### src/pkg/pwmtb_consts.svh
/*
 * Offsets, field positions, reset values and codes of the PWM time base B.
 * Assumes inclusion by the package, the main module, the checker and the bench.
 */
`ifndef PWMTB_CONSTS_SVH
`define PWMTB_CONSTS_SVH

// ----------------------------------------------------------------------------
// register byte offsets
// ----------------------------------------------------------------------------
`define PWMTB_OFF_CTRL 6'h00
`define PWMTB_OFF_CNT 6'h04
`define PWMTB_OFF_MOD 6'h08
`define PWMTB_OFF_DUTY0 6'h0C
`define PWMTB_OFF_DUTY1 6'h10
`define PWMTB_OFF_POL 6'h14
`define PWMTB_OFF_STAT 6'h18

// ----------------------------------------------------------------------------
// control register fields
// ----------------------------------------------------------------------------
`define PWMTB_CTRL_SPLIT 0
`define PWMTB_CTRL_EDGE 1
`define PWMTB_CTRL_DIV_LO 2
`define PWMTB_CTRL_RLD_LO 4
`define PWMTB_CTRL_LDOK 8

// ----------------------------------------------------------------------------
// reset values and codes
// ----------------------------------------------------------------------------
`define PWMTB_RST_MOD 15'h0010
`define PWMTB_RST_DUTY 15'h0008
`define PWMTB_RST_DIV 2'h0
`define PWMTB_RST_RLD 4'h0
`define PWMTB_RESP_OKAY 2'h0
`define PWMTB_RESP_SLVERR 2'h2

`endif

### src/pkg/pwmtb_pkg.sv
/*
 * Types of the PWM time base B.
 * Assumes the constants header is on the include path.
 */
package pwmtb_pkg;
    `include "pwmtb_consts.svh"

    // one generator setting, buffered and active copies alike
    typedef struct packed {
        logic [14:0] modulus;
        logic [14:0] duty0;
        logic [14:0] duty1;
        logic [1:0] div;
    } pwmtb_set_type;

    // software control bits
    typedef struct packed {
        logic split;
        logic edge_mode;
        logic [3:0] reload;
        logic [1:0] pol;
    } pwmtb_ctrl_type;

    // counting direction
    typedef enum logic [1:0] {
        PWMTB_UP = 2'b01,
        PWMTB_DOWN = 2'b10
    } pwmtb_dir_type;
endpackage

### src/verilog/pwmtb_prescaler.sv
/*
 * Core clock prescaler: one tick every 1, 2, 4 or 8 clocks.
 * Assumes div is stable between reload points.
 */
module pwmtb_prescaler
    import pwmtb_pkg::*;
(
    // clock and reset
    input wire logic clock_i,
    input wire logic rst_n_i,
    // control
    input wire logic run_i,
    input wire logic [1:0] div_i,
    // tick
    output logic tick_o
);
    logic [2:0] cnt_r;
    logic [2:0] cnt_nxt;
    wire [2:0] top_w = 3'((4'h1 << div_i) - 4'h1);

    // divider count
    assign tick_o = run_i && (cnt_r >= top_w);
    assign cnt_nxt = (!run_i || tick_o) ? 3'h0 : 3'(cnt_r + 3'h1);

    always_ff @(posedge clock_i) begin
        if (!rst_n_i) begin
            cnt_r <= 3'h0;
        end else begin
            cnt_r <= cnt_nxt;
        end
    end
endmodule

### src/verilog/pwmtb_top.sv
/*
 * PWM generator time base B with an AXI4-Lite register slave.
 * Assumes one clock domain and a single AXI4-Lite master.
 */
// The address map and the AXI4-Lite slave port were chosen for this implementation.
// Notes on behaviour
// - reload every field plus one opportunities
// - divide code selects core clock by 1,2,4,8
// - divisor buffered until load ok and reload
// - counter read only, zero when split clear
// - modulus writable only when split set
// - modulus is 15-bit period in PWM clocks
// - 15-bit up/down counter, compare set outputs
// - alignment bit selects edge or center
// - period modulus, or twice in center
// - pulse duty, or twice duty less one in center
// - polarity bit per channel inverts output
// - down and duty above counter: high
// - up and counter equals duty: low
`include "pwmtb_consts.svh"
module pwmtb_top
    import pwmtb_pkg::*;
(
    // clock and reset
    input wire logic clock_i,
    input wire logic rst_n_i,
    // axi write address and data
    input wire logic [5:0] s_axi_awaddr_i,
    input wire logic s_axi_awvalid_i,
    output logic s_axi_awready_o,
    input wire logic [31:0] s_axi_wdata_i,
    input wire logic [3:0] s_axi_wstrb_i,
    input wire logic s_axi_wvalid_i,
    output logic s_axi_wready_o,
    // axi write response
    output logic [1:0] s_axi_bresp_o,
    output logic s_axi_bvalid_o,
    input wire logic s_axi_bready_i,
    // axi read
    input wire logic [5:0] s_axi_araddr_i,
    input wire logic s_axi_arvalid_i,
    output logic s_axi_arready_o,
    output logic [31:0] s_axi_rdata_o,
    output logic [1:0] s_axi_rresp_o,
    output logic s_axi_rvalid_o,
    input wire logic s_axi_rready_i,
    // compare outputs to the power stage
    output logic [1:0] pwm_o
);
    // ------------------------------------------------------------------------
    // state
    // ------------------------------------------------------------------------
    pwmtb_ctrl_type ctrl_r;
    pwmtb_set_type buf_r;
    pwmtb_set_type act_r;
    pwmtb_dir_type dir_r;
    pwmtb_dir_type dir_nxt;
    logic load_ok_r;
    logic [14:0] cnt_r;
    logic [14:0] cnt_nxt;
    logic [3:0] opp_r;
    logic [3:0] opp_nxt;
    logic [1:0] raw_r;
    logic [1:0] raw_nxt;
    logic [1:0] pwm_r;
    logic bvalid_r;
    logic [1:0] bresp_r;
    logic rvalid_r;
    logic [31:0] rdata_r;
    logic [1:0] rresp_r;

    // byte-lane merge of a write onto an old word
    function automatic logic [31:0] merge(input logic [31:0] old, input logic [31:0] wd, input logic [3:0] st);
        logic [31:0] res;
        res = old;
        for (int i = 0; i < 4; i++) begin
            if (st[i]) begin
                res[8*i +: 8] = wd[8*i +: 8];
            end
        end
        return res;
    endfunction

    // address decode to a one-hot register select
    function automatic logic [6:0] decode(input logic [5:0] a);
        logic [6:0] sel;
        sel = 7'h00;
        unique case (a)
            `PWMTB_OFF_CTRL: sel = 7'h01;
            `PWMTB_OFF_CNT: sel = 7'h02;
            `PWMTB_OFF_MOD: sel = 7'h04;
            `PWMTB_OFF_DUTY0: sel = 7'h08;
            `PWMTB_OFF_DUTY1: sel = 7'h10;
            `PWMTB_OFF_POL: sel = 7'h20;
            `PWMTB_OFF_STAT: sel = 7'h40;
            default: sel = 7'h00;
        endcase
        return sel;
    endfunction

    // ------------------------------------------------------------------------
    // bus decode
    // ------------------------------------------------------------------------
    wire wr_go = s_axi_awvalid_i && s_axi_wvalid_i && !bvalid_r;
    wire rd_go = s_axi_arvalid_i && !rvalid_r;
    wire [6:0] wsel = decode(s_axi_awaddr_i);
    wire [6:0] rsel = decode(s_axi_araddr_i);
    wire [31:0] ctrl_word = {23'h0, load_ok_r, ctrl_r.reload, buf_r.div, ctrl_r.edge_mode, ctrl_r.split};
    wire [31:0] ctrl_wr = merge(ctrl_word, s_axi_wdata_i, s_axi_wstrb_i);
    wire [31:0] mod_wr = merge({17'h0, buf_r.modulus}, s_axi_wdata_i, s_axi_wstrb_i);
    wire [31:0] d0_wr = merge({17'h0, buf_r.duty0}, s_axi_wdata_i, s_axi_wstrb_i);
    wire [31:0] d1_wr = merge({17'h0, buf_r.duty1}, s_axi_wdata_i, s_axi_wstrb_i);
    wire [31:0] pol_wr = merge({30'h0, ctrl_r.pol}, s_axi_wdata_i, s_axi_wstrb_i);
    wire wr_ctrl = wr_go && wsel[0];
    wire wr_mod = wr_go && wsel[2] && ctrl_r.split;
    wire wr_d0 = wr_go && wsel[3];
    wire wr_d1 = wr_go && wsel[4];
    wire wr_pol = wr_go && wsel[5];
    // counter and status are read only, so writes there are refused
    wire wr_bad = (wsel == 7'h00) || wsel[1] || wsel[6];
    wire set_ldok = wr_ctrl && ctrl_wr[`PWMTB_CTRL_LDOK];

    assign s_axi_awready_o = wr_go;
    assign s_axi_wready_o = wr_go;
    assign s_axi_arready_o = rd_go;
    assign s_axi_bvalid_o = bvalid_r;
    assign s_axi_bresp_o = bresp_r;
    assign s_axi_rvalid_o = rvalid_r;
    assign s_axi_rdata_o = rdata_r;
    assign s_axi_rresp_o = rresp_r;

    // read mux
    wire [31:0] rd_word =
        rsel[0] ? ctrl_word :
        rsel[1] ? (ctrl_r.split ? {17'h0, cnt_r} : 32'h0) :
        rsel[2] ? (ctrl_r.split ? {17'h0, buf_r.modulus} : 32'h0) :
        rsel[3] ? {17'h0, buf_r.duty0} :
        rsel[4] ? {17'h0, buf_r.duty1} :
        rsel[5] ? {30'h0, ctrl_r.pol} :
        rsel[6] ? {26'h0, pwm_r, raw_r, dir_r == PWMTB_DOWN, ctrl_r.split} : 32'h0;

    // ------------------------------------------------------------------------
    // time base
    // ------------------------------------------------------------------------
    logic tick;

    pwmtb_prescaler u_presc (
        .clock_i(clock_i),
        .rst_n_i(rst_n_i),
        .run_i(ctrl_r.split),
        .div_i(act_r.div),
        .tick_o(tick)
    );

    // end of period in either alignment marks a reload opportunity
    wire edge_m = ctrl_r.edge_mode;
    wire [14:0] last_edge = 15'(act_r.modulus - 15'h1);
    wire at_top = (cnt_r >= act_r.modulus);
    wire edge_wrap = edge_m && (cnt_r >= last_edge);
    wire ctr_wrap = !edge_m && (dir_r == PWMTB_DOWN) && (cnt_r <= 15'h1);
    wire opp = tick && (edge_wrap || ctr_wrap);
    wire opp_hit = opp && (opp_r >= ctrl_r.reload);
    wire reload = opp_hit && load_ok_r;

    // counter sequencing
    always_comb begin
        cnt_nxt = cnt_r;
        dir_nxt = dir_r;
        if (tick) begin
            if (edge_m) begin
                dir_nxt = PWMTB_UP;
                cnt_nxt = edge_wrap ? 15'h0 : 15'(cnt_r + 15'h1);
            end else begin
                unique case (dir_r)
                    PWMTB_UP: begin
                        if (at_top) begin
                            dir_nxt = PWMTB_DOWN;
                            cnt_nxt = 15'(cnt_r - 15'h1);
                        end else begin
                            cnt_nxt = 15'(cnt_r + 15'h1);
                        end
                    end
                    PWMTB_DOWN: begin
                        if (ctr_wrap) begin
                            dir_nxt = PWMTB_UP;
                            cnt_nxt = 15'h0;
                        end else begin
                            cnt_nxt = 15'(cnt_r - 15'h1);
                        end
                    end
                    default: begin
                        dir_nxt = PWMTB_UP;
                        cnt_nxt = 15'h0;
                    end
                endcase
            end
        end
    end

    assign opp_nxt = opp ? (opp_hit ? 4'h0 : 4'(opp_r + 4'h1)) : opp_r;

    // compare logic for both channels
    generate
        for (genvar ch = 0; ch < 2; ch++) begin : g_cmp
            wire [14:0] duty = (ch == 0) ? act_r.duty0 : act_r.duty1;
            wire up_eq = tick && (dir_nxt == PWMTB_UP) && (cnt_nxt == duty);
            wire dn_gt = tick && (dir_nxt == PWMTB_DOWN) && (duty > cnt_nxt);
            wire edge_start = tick && edge_m && (cnt_nxt == 15'h0);
            always_comb begin
                raw_nxt[ch] = raw_r[ch];
                if (up_eq) begin
                    raw_nxt[ch] = 1'b0;
                end else if (dn_gt || edge_start) begin
                    raw_nxt[ch] = 1'b1;
                end
            end
        end
    endgenerate

    // ------------------------------------------------------------------------
    // registers
    // ------------------------------------------------------------------------

    // software registers
    always_ff @(posedge clock_i) begin
        if (!rst_n_i) begin
            ctrl_r <= '{split: 1'b0, edge_mode: 1'b0, reload: `PWMTB_RST_RLD, pol: 2'h0};
            buf_r <= '{modulus: `PWMTB_RST_MOD, duty0: `PWMTB_RST_DUTY, duty1: `PWMTB_RST_DUTY, div: `PWMTB_RST_DIV};
        end else begin
            if (wr_ctrl) begin
                ctrl_r.split <= ctrl_wr[`PWMTB_CTRL_SPLIT];
                ctrl_r.edge_mode <= ctrl_wr[`PWMTB_CTRL_EDGE];
                ctrl_r.reload <= ctrl_wr[`PWMTB_CTRL_RLD_LO +: 4];
                buf_r.div <= ctrl_wr[`PWMTB_CTRL_DIV_LO +: 2];
            end
            if (wr_mod) begin
                buf_r.modulus <= mod_wr[14:0];
            end
            if (wr_d0) begin
                buf_r.duty0 <= d0_wr[14:0];
            end
            if (wr_d1) begin
                buf_r.duty1 <= d1_wr[14:0];
            end
            if (wr_pol) begin
                ctrl_r.pol <= pol_wr[1:0];
            end
        end
    end

    // load ok: a set in the reload cycle wins over the clear
    always_ff @(posedge clock_i) begin
        if (!rst_n_i) begin
            load_ok_r <= 1'b0;
        end else if (set_ldok) begin
            load_ok_r <= 1'b1;
        end else if (reload) begin
            load_ok_r <= 1'b0;
        end
    end

    // generator state, held at rest while split select is clear
    always_ff @(posedge clock_i) begin
        if (!rst_n_i || !ctrl_r.split) begin
            act_r <= '{modulus: `PWMTB_RST_MOD, duty0: `PWMTB_RST_DUTY, duty1: `PWMTB_RST_DUTY, div: `PWMTB_RST_DIV};
            cnt_r <= 15'h0;
            dir_r <= PWMTB_UP;
            opp_r <= 4'h0;
            raw_r <= 2'h0;
        end else begin
            cnt_r <= cnt_nxt;
            dir_r <= dir_nxt;
            opp_r <= opp_nxt;
            raw_r <= raw_nxt;
            if (reload) begin
                act_r <= buf_r;
            end
        end
    end

    // polarity applied in the output flop
    always_ff @(posedge clock_i) begin
        if (!rst_n_i) begin
            pwm_r <= 2'h0;
        end else begin
            pwm_r <= raw_nxt ^ ctrl_r.pol;
        end
    end

    assign pwm_o = pwm_r;

    // write response
    always_ff @(posedge clock_i) begin
        if (!rst_n_i) begin
            bvalid_r <= 1'b0;
            bresp_r <= `PWMTB_RESP_OKAY;
        end else if (wr_go) begin
            bvalid_r <= 1'b1;
            bresp_r <= wr_bad ? `PWMTB_RESP_SLVERR : `PWMTB_RESP_OKAY;
        end else if (s_axi_bready_i) begin
            bvalid_r <= 1'b0;
        end
    end

    // read response
    always_ff @(posedge clock_i) begin
        if (!rst_n_i) begin
            rvalid_r <= 1'b0;
            rdata_r <= 32'h0;
            rresp_r <= `PWMTB_RESP_OKAY;
        end else if (rd_go) begin
            rvalid_r <= 1'b1;
            rdata_r <= rd_word;
            rresp_r <= (rsel == 7'h00) ? `PWMTB_RESP_SLVERR : `PWMTB_RESP_OKAY;
        end else if (s_axi_rready_i) begin
            rvalid_r <= 1'b0;
        end
    end
endmodule

### config.mk
export PLATFORM = sky130hd
export DESIGN_NAME = pwmtb_top
export DESIGN_NICKNAME = d
export VERILOG_FILES = /design/src/pkg/pwmtb_pkg.sv /design/src/verilog/pwmtb_prescaler.sv /design/src/verilog/pwmtb_top.sv
export VERILOG_INCLUDE_DIRS = /design/src /design/src/pkg
export SDC_FILE = /design/constraint.sdc
export NUM_CORES = 1
export LEC_CHECK = 0
export BUFFER_PORTS_ARGS = -buffer_cell sky130_fd_sc_hd__buf_4
export CAP_MARGIN = 20
export CORE_MARGIN = 5
export CORE_UTILIZATION = 39
export DETAILED_ROUTE_END_ITERATION = 16
export HOLD_SLACK_MARGIN = 0.02
export PLACE_DENSITY_LB_ADDON = 0.25
export SLEW_MARGIN = 20
export SYNTH_ARGS = -nofsm -noshare
export SYNTH_HDL_FRONTEND = slang
export SYNTH_SLANG_ARGS = --single-unit
### constraint.sdc
create_clock -name clock_i -period 16.63 [get_ports clock_i]
set_clock_uncertainty 0.2 [all_clocks]
set_input_delay 3.326 -clock clock_i [delete_from_list [all_inputs] [get_ports clock_i]]
set_output_delay 3.326 -clock clock_i [all_outputs]
set_load 0.01 [all_outputs]
==> metrics.txt <==
PD cells 77.3 mW/mm2; vias in the first global route 7499; gr ovfl total 0; DRT iter0 DRCs 574; fin crit period 8.16 ns; critical path's slowest cell inv_1; vias 7942; global-route wire length before repair 41400 um; Most used DFF post-synth dfxtp_1; Final Max Slew Viols 0; WP data required 13.10 ns; largest net degree at the start of global routing 65; commonest cells after routing, fill and taps aside nand2_1 (183), dfxtp_1 (150), a21oi_1 (112); worst-skew pair later-pin latency 0.43 ns; CORE AREA 0.0225 mm2; TritonCTS clock tree yes; slowest stage delay, CP 0.72 ns; Die H 161 um; Int Power 580 uW; layout cell share with drive strength beyond 1 0.118; largest cells by area after synthesis dfxtp_1 (34%), ha_1 (10%), nand2_1 (7.8%), a21oi_1 (6.3%), mux2i_1 (5.0%); Seq/Total Area, Yosys 0.340; pre-CTS WS 8.50 ns; commonest non-fill, non-tap cell in the layout nand2_1; DRT antenna net count 0; Sw Pwr 189 uW; Avg Cell Area, Syn 8.08 um2; total CTS buffers 17; Layout Cells excl Fill 1419; Post-synth EDFFs 0; Total Wirelength 26100 um; nets@finish 1250; Placer Congestion 0.862; Clock Tree Buf Depth 2; Worst Tran Pin Value 1.17 ns; Comb power frac 0.042; switch share 0.246; Root Driver clkbuf_16; initial antenna violation count 0; Cells after DPL 1387; max_cap viols 0; arrival time worst endpoint 4.64 ns; Max Used Layer met4; asr flop ratio synth 0; hold buffers post-CTS 0; Synth top area share 0.340; port buffer count 59; Leak Pwr 3.90 nW; Tcrit/Tclk final 0.491; TritonRoute pass-1 iters 5; Area Overhead vs Synth 12.5%; worst min path class flip-flop to flip-flop; worst vdd ir 0.0649 mV; Syn. warnings 0; Worst slew margin 0.218; setup TNS 0 ns; vias per inst 5.60; initial core utilization 0.393; # IOs 98; ant diodes 0; detailed placement HPWL 19200 um; Crit Path Class input pin to output pin; outcome complete, no violations; endpoints failing setup 0; Syn Inst Count 1095; Yosys cell types 75; DR WL/cell 18.4 um; post_cts resized 0; Synth Cell Area 0.00884 mm2; Synth Register Bits 150; Cell Chain, Critical Path buf_4 > nand2b_1 > inv_1 > buf_4; final setup margin 8.47 ns; CP Capture Type output pin; FMAX 123 MHz; final-report hold violation count 0; area leader, netlist dfxtp_1; crit-path max FO 25; DR WL met3 1470 um; drt drc 0; Post-CTS Setup Repair Bufs 0; met2 wire length 12100 um; RSZ-0062 raised after global routing false; clock-pin slew on the worst setup and hold paths 0.06 ns; sequential share of power 0.474; H-tree depth 4; total power 769 uW; startpoint types input pin; Sink Count 150; Total GRT Usage 0.200; row cnt 55; clock power share 0.484; Most common cell on crit path buf_4; Die Wd 161 um; met1 wire length 12000 um; die footprint 0.0258 mm2
## path summary, 6_finish.rpt
| path | start | to | slack (ns) | cells past startpoint |
|---|---|---|---|---|
| max | s_axi_arvalid_i | s_axi_arready_o | 8.47 | 4 |
| min | u_presc.cnt_r[0] | u_presc.cnt_r[0] | 0.26 | 1 |
| max reg2reg | act_r[34] | pwm_o[1] | 9.59 | 26 |
| min reg2reg | u_presc.cnt_r[0] | u_presc.cnt_r[0] | 0.26 | 1 |
## cell usage after synthesis (21+ instances only)
cell        n
ha_1       74
inv_1      36
dfxtp_1   150
nand2_1   184
clkbuf_1   47
mux2i_1    44
a21oi_1   112
o21ai_0    44
nor2_1     94
nand3_1    21
buf_4      21
## through the flow
step           hold slack (ns)  area [um2]  utilization
6_report                 0.261        9950        0.442
5_1_grt                  0.273        9950        0.442
4_1_cts                  0.261        9950        0.442
3_5_place_dp             0.251        9380        0.417
3_3_place_gp             0.237        9380        0.417
2_1_floorplan            0.217        8910            -
## worst max-delay path, delay by kind of cell
family / cells / cell delay, ns
buf+inv: 3 / 1.04
simple gates: 1 / 0.26
## sequential cells by signal, indices dropped and copies added, names as in the netlist, 2 cells and up
| signal | cells |
|---|---|
| act_r | 17 |
| raw_r | 2 |
| cnt_r | 15 |
| dir_r | 2 |
| pwm_o | 2 |
| g_cmp.duty | 30 |
| ctrl_r | 7 |
| buf_r | 47 |
| opp_r | 4 |
| u_presc.cnt_r | 3 |
| s_axi_rdata_o | 15 |
## power groups by stage
stage | registers, mW | clock network (mW) | logic, mW
global route | 0.364 | 0.392 | 0.0355
CTS | 0.364 | 0.377 | 0.0327
detailed placement | 0.372 | 0 | 0.0326
finish | 0.364 | 0.372 | 0.0327
floorplan | 0.374 | 0 | 0.0162
global placement | 0.372 | 0 | 0.0324
## layout make-up
| cell class | instances | area (um2) |
|---|---|---|
| fill | 2240 | 12600 |
| clock inverter | 13 | 114 |
| tap | 285 | 357 |
| timing repair buffer | 68 | 510 |
| inverter | 36 | 135 |
| clock buffer | 19 | 453 |
| multi-input combinational | 848 | 5380 |
| sequential | 150 | 3000 |
## cell families (layout without fill, tap and decap cells)
group / count (synthesis) / count (layout) / share of synthesized area
mux: 49 / 49 / 0.0562
xor+xnor: 19 / 19 / 0.0188
buf+inv: 115 / 136 / 0.0601
flops: 150 / 150 / 0.340
simple gates: 426 / 426 / 0.228
compound gates: 261 / 261 / 0.192
other cells: 1 / 19 / 0.000424
fa+ha+maj: 74 / 74 / 0.105
## per-layer routing
metal | vias up | GRT usage
li1 | 3921 | -
met5 | - | 0
met4 | 0 | 0.0606
met3 | 42 | 0.0310
met2 | 269 | 0.326
met1 | 3710 | 0.273
Note: power is estimated with default switching activity, not from simulation.
